`src/shared/bmsb_defines.svh`:
```
// constants for the brightness and mode serial framer
`ifndef BMSB_DEFINES_SVH
`define BMSB_DEFINES_SVH
`define BMSB_WORD_BITS      8
`define BMSB_WORDS          2
`define BMSB_STAB_UNITS     3
`define BMSB_MODE0_POS      3
`define BMSB_MODE1_POS      4
`define BMSB_LV_POS         5
`define BMSB_DISPLAY_INFO_POS       7
`define BMSB_ADDR_CTRL      4'h0
`define BMSB_ADDR_DATA      4'h4
`define BMSB_ADDR_SHUTTER   4'h8
`define BMSB_ADDR_STATUS    4'hC
`define BMSB_CTRL_RST       8'h00
`define BMSB_SPEED_60       8'h3C
`define BMSB_SPEED_30       8'h40
`endif

```
`src/shared/bmsb_pkg.sv`:
```
// types for the brightness and mode serial framer
package bmsb_pkg;
  typedef enum logic [1:0] {
    BMSB_MODE_AUTO    = 2'h0,
    BMSB_MODE_BATT    = 2'h1,
    BMSB_MODE_FLASH1  = 2'h2,
    BMSB_MODE_FLASH2  = 2'h3
  } bmsb_mode_t;
  typedef struct packed {
    logic [7:0] brightness_value;
    logic [1:0] mode;
    logic       low_voltage_flag;
    logic       display_info;
  } bmsb_frame_t;
  typedef enum logic [1:0] {
    BMSB_IDLE = 2'h0,
    BMSB_WAIT = 2'h1,
    BMSB_SEND = 2'h3
  } bmsb_state_t;
endpackage

```
`src/hw/bmsb_framer.sv`:
```
// brightness and mode serial framer with avalon-mm registers
// What this block does
// - send two consecutive eight-bit words on one serial line
// - first word is brightness, second word is mode information
// - words carry brightness, low-voltage flag, mode and display information
// - mode bits auto 00, battery 01, flash one 10, flash two 11
// - every data bit active low: line low means one
// - slot n carries weight two to the power n
// - least significant bit in the earliest slot, except the two mode bits, which go mode[1] first (slot 3 of the word)
// - brightness word is plain unsigned binary
// - word boundaries aligned to the periodic frame trigger
// - flash ready forces shutter selection to one sixtieth, except a slow dial in manual flash
// - manual flash with flash ready: fast dial gives 1/60, slow dial passes through
// - brightness word is sent as zero until three conversion units after metering starts
`timescale 1ns/1ns
`include "bmsb_defines.svh"
module bmsb_framer
  import bmsb_pkg::*;
(
  // clock and reset
  input  wire logic        clk_sys,
  input  wire logic        reset_n,
  // avalon-mm slave
  input  wire logic [3:0]  avs_address,
  input  wire logic        avs_read,
  input  wire logic        avs_write,
  input  wire logic [31:0] avs_writedata,
  output logic [31:0]      avs_readdata,
  output logic             avs_waitrequest,
  // pins from other chips
  input  wire logic        bit_clock,
  input  wire logic        frame_trigger,
  input  wire logic        conv_unit,
  input  wire logic        flash_ready_current,
  input  wire logic        flash_manual_mode,
  // serial output, active low
  output logic             bus_out_n
);
  logic rst_a_r;
  logic rst_n_r;
  always_ff @(posedge clk_sys or negedge reset_n) begin
    if (!reset_n) begin
      rst_a_r <= 1'b0;
      rst_n_r <= 1'b0;
    end else begin
      rst_a_r <= 1'b1;
      rst_n_r <= rst_a_r;
    end
  end

  // pins cross into clk_sys
  logic clk_s;
  logic trig_s;
  logic unit_s;
  logic frc_s;
  logic man_s;
  bmsb_sync2 u_clk (.clk_sys(clk_sys), .rst_n(rst_n_r), .d(bit_clock), .q(clk_s));
  bmsb_sync2 u_trg (.clk_sys(clk_sys), .rst_n(rst_n_r), .d(frame_trigger), .q(trig_s));
  bmsb_sync2 u_unt (.clk_sys(clk_sys), .rst_n(rst_n_r), .d(conv_unit), .q(unit_s));
  bmsb_sync2 u_frc (.clk_sys(clk_sys), .rst_n(rst_n_r), .d(flash_ready_current),
                    .q(frc_s));
  bmsb_sync2 u_man (.clk_sys(clk_sys), .rst_n(rst_n_r), .d(flash_manual_mode), .q(man_s));

  logic clk_d_r;
  logic trig_d_r;
  logic unit_d_r;
  logic clk_fall;
  logic trig_rise;
  logic unit_rise;
  always_ff @(posedge clk_sys or negedge rst_n_r) begin
    if (!rst_n_r) begin
      clk_d_r  <= 1'b0;
      trig_d_r <= 1'b0;
      unit_d_r <= 1'b0;
    end else begin
      clk_d_r  <= clk_s;
      trig_d_r <= trig_s;
      unit_d_r <= unit_s;
    end
  end
  // data changes on the falling edge so the receiver samples on the rise
  assign clk_fall  = clk_d_r & ~clk_s;
  assign trig_rise = trig_s & ~trig_d_r;
  assign unit_rise = unit_s & ~unit_d_r;

  // software registers
  logic        meter_en_r;
  bmsb_frame_t shadow_r;
  logic [7:0]  dial_r;
  logic [7:0]  speed_r;
  logic        ack_r;
  logic        frame_busy;
  logic [1:0]  frames_r;
  logic        bus_req;
  logic [7:0]  speed_nxt;

  // writes land on the edge where waitrequest is seen low, never earlier
  function automatic logic wr_hit(input logic       wr,
                                  input logic       ackd,
                                  input logic [3:0] addr,
                                  input logic [3:0] target);
    wr_hit = wr && ackd && (addr == target);
  endfunction

  always_ff @(posedge clk_sys or negedge rst_n_r) begin
    if (!rst_n_r) begin
      meter_en_r <= 1'b0;
    end else if (wr_hit(avs_write, ack_r, avs_address, `BMSB_ADDR_CTRL)) begin
      meter_en_r <= avs_writedata[0];
    end
  end

  always_ff @(posedge clk_sys or negedge rst_n_r) begin
    if (!rst_n_r) begin
      shadow_r <= '0;
    end else if (wr_hit(avs_write, ack_r, avs_address, `BMSB_ADDR_DATA)) begin
      shadow_r.brightness_value <= avs_writedata[7:0];
      shadow_r.mode             <= avs_writedata[9:8];
      shadow_r.low_voltage_flag <= avs_writedata[10];
      shadow_r.display_info     <= avs_writedata[11];
    end
  end

  always_ff @(posedge clk_sys or negedge rst_n_r) begin
    if (!rst_n_r) begin
      dial_r <= 8'h00;
    end else if (wr_hit(avs_write, ack_r, avs_address, `BMSB_ADDR_SHUTTER)) begin
      dial_r <= avs_writedata[7:0];
    end
  end

  // dial code: larger value means slower; codes at or above 1/30 are slow
  function automatic logic [7:0] pick_speed(input logic ready, input logic manual,
                                             input logic [7:0] dial);
    if (manual && ready) begin
      pick_speed = (dial >= `BMSB_SPEED_30) ? dial : `BMSB_SPEED_60;
    end else if (ready) begin
      pick_speed = `BMSB_SPEED_60;
    end else begin
      pick_speed = dial;
    end
  endfunction

  assign speed_nxt = pick_speed(frc_s, man_s, dial_r);

  always_ff @(posedge clk_sys or negedge rst_n_r) begin
    if (!rst_n_r) begin
      speed_r <= 8'h00;
    end else begin
      speed_r <= speed_nxt;
    end
  end

  // one wait state on every access
  always_ff @(posedge clk_sys or negedge rst_n_r) begin
    if (!rst_n_r) begin
      ack_r <= 1'b0;
    end else begin
      ack_r <= bus_req && !ack_r;
    end
  end
  // combinational so the second cycle of every request is the answering one
  assign bus_req         = avs_read || avs_write;
  assign avs_waitrequest = bus_req && !ack_r;

  always_ff @(posedge clk_sys or negedge rst_n_r) begin
    if (!rst_n_r) begin
      avs_readdata <= 32'h0000_0000;
    end else if (avs_read && !ack_r) begin
      if (avs_address == `BMSB_ADDR_CTRL) begin
        avs_readdata <= {31'h0000_0000, meter_en_r};
      end else if (avs_address == `BMSB_ADDR_DATA) begin
        avs_readdata <= {20'h00000, shadow_r.display_info, shadow_r.low_voltage_flag,
                         shadow_r.mode, shadow_r.brightness_value};
      end else if (avs_address == `BMSB_ADDR_SHUTTER) begin
        avs_readdata <= {16'h0000, speed_r, dial_r};
      end else if (avs_address == `BMSB_ADDR_STATUS) begin
        avs_readdata <= {28'h0000000, frames_r, frame_busy, 1'b0};
      end else begin
        avs_readdata <= 32'h0000_0000;
      end
    end
  end

  // stabilisation after metering starts
  logic [1:0] stab_r;
  logic       stab_done;
  assign stab_done = (stab_r == 2'(`BMSB_STAB_UNITS));
  always_ff @(posedge clk_sys or negedge rst_n_r) begin
    if (!rst_n_r) begin
      stab_r <= 2'h0;
    end else if (!meter_en_r) begin
      stab_r <= 2'h0;
    end else if (unit_rise && !stab_done) begin
      stab_r <= stab_r + 2'h1;
    end
  end

  // frame engine
  bmsb_state_t state_r;
  logic [3:0]  slot_r;
  logic [15:0] frame_r;
  logic        frame_start;
  logic        frame_end;
  assign frame_busy  = (state_r == BMSB_SEND);
  // a trigger seen while a frame runs is ignored
  assign frame_start = (state_r == BMSB_IDLE) && trig_rise && meter_en_r;
  assign frame_end   = (state_r == BMSB_SEND) && clk_fall && (slot_r == 4'hF);

  always_ff @(posedge clk_sys or negedge rst_n_r) begin
    if (!rst_n_r) begin
      state_r <= BMSB_IDLE;
    end else begin
      case (state_r)
        BMSB_IDLE: begin
          if (frame_start) begin
            state_r <= BMSB_WAIT;
          end
        end
        BMSB_WAIT: begin
          if (clk_fall) begin
            state_r <= BMSB_SEND;
          end
        end
        BMSB_SEND: begin
          if (frame_end) begin
            state_r <= BMSB_IDLE;
          end
        end
        default: state_r <= BMSB_IDLE;
      endcase
    end
  end

  always_ff @(posedge clk_sys or negedge rst_n_r) begin
    if (!rst_n_r) begin
      slot_r <= 4'h0;
    end else if (state_r != BMSB_SEND) begin
      slot_r <= 4'h0;
    end else if (clk_fall) begin
      slot_r <= slot_r + 4'h1;
    end
  end

  // brightness stays zero until the sensor has had time to settle
  function automatic logic [7:0] bright_word(input logic       settled,
                                             input logic [7:0] value);
    bright_word = settled ? value : 8'h00;
  endfunction

  // unused slots of the mode word stay at logic zero, a high line
  function automatic logic [7:0] mode_word(input bmsb_frame_t f);
    mode_word                  = 8'h00;
    mode_word[`BMSB_MODE0_POS] = f.mode[1];
    mode_word[`BMSB_MODE1_POS] = f.mode[0];
    mode_word[`BMSB_LV_POS]    = f.low_voltage_flag;
    mode_word[`BMSB_DISPLAY_INFO_POS]  = f.display_info;
  endfunction

  // latched at the trigger only, so both words of a frame agree
  always_ff @(posedge clk_sys or negedge rst_n_r) begin
    if (!rst_n_r) begin
      frame_r <= 16'h0000;
    end else if (frame_start) begin
      frame_r[7:0]  <= bright_word(stab_done, shadow_r.brightness_value);
      frame_r[15:8] <= mode_word(shadow_r);
    end
  end

  always_ff @(posedge clk_sys or negedge rst_n_r) begin
    if (!rst_n_r) begin
      frames_r <= 2'h0;
    end else if (frame_end) begin
      frames_r <= frames_r + 2'h1;
    end
  end

  // line low means one; after the last slot the line goes back high
  function automatic logic next_level(input logic [15:0] f,
                                      input logic [3:0]  slot,
                                      input logic        first);
    if (first) begin
      next_level = ~f[0];
    end else if (slot == 4'hF) begin
      next_level = 1'b1;
    end else begin
      next_level = ~f[slot + 4'h1];
    end
  endfunction

  // brightness word in slots 0-7, mode word in 8-15, lsb first
  always_ff @(posedge clk_sys or negedge rst_n_r) begin
    if (!rst_n_r) begin
      bus_out_n <= 1'b1;
    end else if (state_r == BMSB_SEND || (state_r == BMSB_WAIT && clk_fall)) begin
      if (clk_fall) begin
        bus_out_n <= next_level(frame_r, slot_r, state_r == BMSB_WAIT);
      end
    end else begin
      bus_out_n <= 1'b1;
    end
  end
endmodule

```
`src/hw/bmsb_sync2.sv`:
```
// two-flop synchroniser for pin inputs
`timescale 1ns/1ns
module bmsb_sync2 (
  // clock and reset
  input  wire  clk_sys,
  input  wire  rst_n,
  // data
  input  wire  d,
  output logic q
);
  logic meta_r;
  always_ff @(posedge clk_sys or negedge rst_n) begin
    if (!rst_n) begin
      meta_r <= 1'b0;
      q      <= 1'b0;
    end else begin
      meta_r <= d;
      q      <= meta_r;
    end
  end
endmodule

```
`config.mk`:
```
export PLATFORM = sky130hd
export DESIGN_NAME = bmsb_framer
export DESIGN_NICKNAME = d
export VERILOG_FILES = /design/src/shared/bmsb_pkg.sv /design/src/hw/bmsb_framer.sv /design/src/hw/bmsb_sync2.sv
export VERILOG_INCLUDE_DIRS = /design/src /design/src/shared
export SDC_FILE = /design/constraint.sdc
export NUM_CORES = 1
export LEC_CHECK = 0
export ABC_CLOCK_PERIOD_IN_PS = 3600
export BUFFER_PORTS_ARGS = -buffer_cell sky130_fd_sc_hd__buf_2
export CAP_MARGIN = 15
export CORE_MARGIN = 3
export CORE_UTILIZATION = 35
export DETAILED_ROUTE_END_ITERATION = 7
export PLACE_DENSITY = 0.55
export SYNTH_ARGS = -nofsm -noshare
export SYNTH_HDL_FRONTEND = slang
export SYNTH_HIERARCHICAL = 1
export SYNTH_SLANG_ARGS = --single-unit
```
`constraint.sdc`:
```
create_clock -name clk_sys -period 3.6 [get_ports clk_sys]
set_input_delay 0.54 -clock clk_sys [delete_from_list [all_inputs] [get_ports clk_sys]]
set_output_delay 0.54 -clock clk_sys [all_outputs]
set_load 0.02 [all_outputs]
```
==> run summary <==
pin count of the biggest net entering global routing: 83
Placement Setup Slack: 1.16 ns
post-detailed-route via-to-cell ratio: 4.64
total gr overflow: 0
vias in the first global route: 2,211
number of cells produced by synthesis: 299
share of the core filled with cells: 41.6%
number of max-capacitance violations reported: 0
number of buffer cells added on primary ports: 42
flip-flop cell with the highest count after synthesis: sky130_fd_sc_hd__dfrtp_1
final setup slack of the worst path: 1.54 ns
CP max-delay cell: sky130_fd_sc_hd__and3_1
aggregate negative setup slack: 0 ns
Highest Clock Rate: 485 MHz
cell total after placement: 456
initial standard-cell utilization of the core: 36.9%
multi-input logic area: 0.00125 mm2
worst hold slack: 0.172 ns
final design area excluding fillers: 0.00395 mm2
overall power: 2.03 mW
worst reg2reg startpoint: slot_r[0]$_DFFE_PN0P_
worst-path maximum fanout: 13
Horiz. Die Dim: 106 um
maximum buffer depth of the clock tree: 2
layout cells sized above 1: 24.6%
Hold/Removal Path Class: flip-flop to asynchronous set/reset pin
Synth cell types: 40
Cell Area, Placed: 0.00374 mm2
Rows: 35
power density cells: 514 mW/mm2
Resized cells post-CTS: 0
Async SR Flop Fraction: 100%
CTS Buf Count: 9
TritonCTS clock tree: yes
area growth from synthesis to layout: 12.7%
commonest cells in the synthesized netlist: sky130_fd_sc_hd__dfrtp_1, sky130_fd_sc_hd__nand2_1, sky130_fd_sc_hd__o21ai_0
worst stage delay on the critical path: 0.51 ns
drt wl/cell: 13.8 um
fraction of the yosys area taken by sequential cells: 60.0%
fill count: 959
Synth area leader: sky130_fd_sc_hd__dfrtp_1
Max Slew Vio Count: 0
combined flip-flop and latch cell area: 0.00211 mm2
unrepaired setup endpoints after global routing: no
cell count of the worst reg-to-reg path: 5
global-route wire length before repair: 11.2 mm
Yosys warning total: 6
first-pass iteration count of the detailed router: 4
Final Critical Period: 2.06 ns
final hold violation count: 0
H-tree Lvls: 3
endpoint arrival time on the critical path: 2.30 ns
post-detailed-placement half-perimeter wirelength: 4.65 mm
startpoint kind of the worst setup timing path: input port
total wire length after detailed routing: 6.56 mm
Clock transition at path regs: 0.09 ns
status: complete, no violations
required time of the critical path: 3.84 ns
number of enable flip-flop cells after synthesis: 0
number of DRC violations after detailed routing: 0
nature of the critical path endpoint: flip-flop
count of nets after finishing: 387
total vias in the final route: 2,198
Reg2Reg Setup Slack: 1.60 ns
Synth area leaders: sky130_fd_sc_hd__dfrtp_1, sky130_fd_sc_hd__mux2_2, sky130_fd_sc_hd__nand2_1
die height: 106 um
mapped cell area: 0.00351 mm2
Slew HR: 37.9%
diode insertion count for antenna repair: 0
worst ir drop on vdd: 0.215 mV
number of setup violations in the final report: 0
cell chain of the critical path: buf_2 > nor3_1 > and2_1 > and3_1 > mux2_2
library cell with the highest instance count after synthesis: sky130_fd_sc_hd__dfrtp_1
worst setup path class: input port to flip-flop
core region area: 0.00950 mm2
post-synth top area share: 59.2%
final cycle utilization of the critical path: 57.3%
Worst-Skew Late Latency: 0.35 ns
Ports: 79
Max Clock Skew: 0.0133 ns
drt first-iter violations: 112
global-route usage over all layers: 12.5%
number of nets with antenna violations after detailed routing: 0
total die area: 0.0113 mm2
number of register bits inferred by synthesis: 84
Worst Tran Pin Value: 0.931 ns
placer congestion estimate: 0.767
Synth Area per Inst: 11.7 um2
clock net sink count: 84
number of antenna violations at the first check in global routing: 0
R2R Path End: bus_out_n$_DFFE_PN1P_
Lkg Pwr: 1.89 nW
non-filler cells in the finished layout: 474
Clock Tree Root: sky130_fd_sc_hd__clkbuf_8
-- worst max path at each step --
stage | endpoint | start | slack, ns
global route | dial_r[3]$_DFFE_PN0P_ | avs_address[1] | 1.40
CTS | dial_r[3]$_DFFE_PN0P_ | avs_address[1] | 1.54
detailed placement | dial_r[4]$_DFFE_PN0P_ | avs_address[1] | 1.16
global placement | dial_r[7]$_DFFE_PN0P_ | avs_address[1] | 1.18
finish | dial_r[0]$_DFFE_PN0P_ | avs_address[1] | 1.54
floorplan | ack_r$_DFF_PN0_ | rst_n_r$_DFF_PN0_ | 1.09
-- repair_timing --
action	CTS	global route
hold endpoints to repair	2	0
setup endpoints to repair	0	0
hold buffers	1	0
setup buffers	0	0
-- routing by layer --
metal	GRT usage (%)	wire length [um]	vias up	part of all wire, %
met5	0	0	-	0
met2	18.6	2980	46	45
li1	-	-	1068	-
met4	5.55	119	0	1.8
met3	2.37	239	10	3.6
met1	17.8	3220	1074	49
-- sequential cells by signal, summed over array words and instances, names as in the netlist, 2 cells and up --
register      flops
state_r           2
avs_readdata     16
dial_r            8
frame_r          12
stab_r            2
frames_r          2
shadow_r         12
speed_r           8
slot_r            4
-- report_power, final --
| part | internal [mW] | total [mW] | leakage [nW] | switching [mW] |
|---|---|---|---|---|
| Clock | 0.255 | 0.605 | 0.0755 | 0.349 |
| Combinational | 0.117 | 0.262 | 0.730 | 0.145 |
| Sequential | 1.07 | 1.17 | 1.09 | 0.0980 |
-- cells in the final DEF (no fill, tap or decap), types with 2 or more instances in the layout --
cell type,count
sky130_fd_sc_hd__dfrtp_1,82
sky130_fd_sc_hd__nand2_1,50
sky130_fd_sc_hd__buf_2,42
sky130_fd_sc_hd__o21ai_0,23
sky130_fd_sc_hd__mux2_2,22
sky130_fd_sc_hd__conb_1,17
sky130_fd_sc_hd__nor2_1,11
sky130_fd_sc_hd__a22oi_1,11
sky130_fd_sc_hd__nand3_1,9
sky130_fd_sc_hd__clkbuf_8,9
sky130_fd_sc_hd__nand2b_1,7
sky130_fd_sc_hd__and2_1,7
sky130_fd_sc_hd__xor2_1,6
sky130_fd_sc_hd__mux2i_1,4
sky130_fd_sc_hd__inv_1,4
sky130_fd_sc_hd__clkinvlp_4,4
sky130_fd_sc_hd__nor2b_1,3
sky130_fd_sc_hd__nor3_1,2
sky130_fd_sc_hd__xnor2_1,2
sky130_fd_sc_hd__nand4_1,2
sky130_fd_sc_hd__mux4_1,2
sky130_fd_sc_hd__a21oi_1,2
sky130_fd_sc_hd__ha_1,2
sky130_fd_sc_hd__inv_6,2
-- layout make-up --
type	instances	area share, %
Timing Repair Buffer	44	6.27
Tap cell	129	4.08
Sequential cell	84	53.3
Inverter	4	0.380
Clock inverter	6	1.20
Clock buffer	10	3.23
Multi-Input combinational cell	197	31.5
-- worst max-delay path, delay by kind of cell --
family	cells	cell delay [ns]
simple gates	3	1.25
mux	1	0.38
buf+inv	1	0.12
-- cell families after synthesis --
family | share of synthesized area, %
adders and majority gates | 0.713
DFF | 60.0
xor gates and xnor gates | 2.00
muxes | 10.0
buffers and inverters | 6.13
and+or+nand+nor | 13.7
AOI/OAI and AO/OA | 7.24
other | 0.214
No activity file was read; power rests on OpenSTA's default activity.
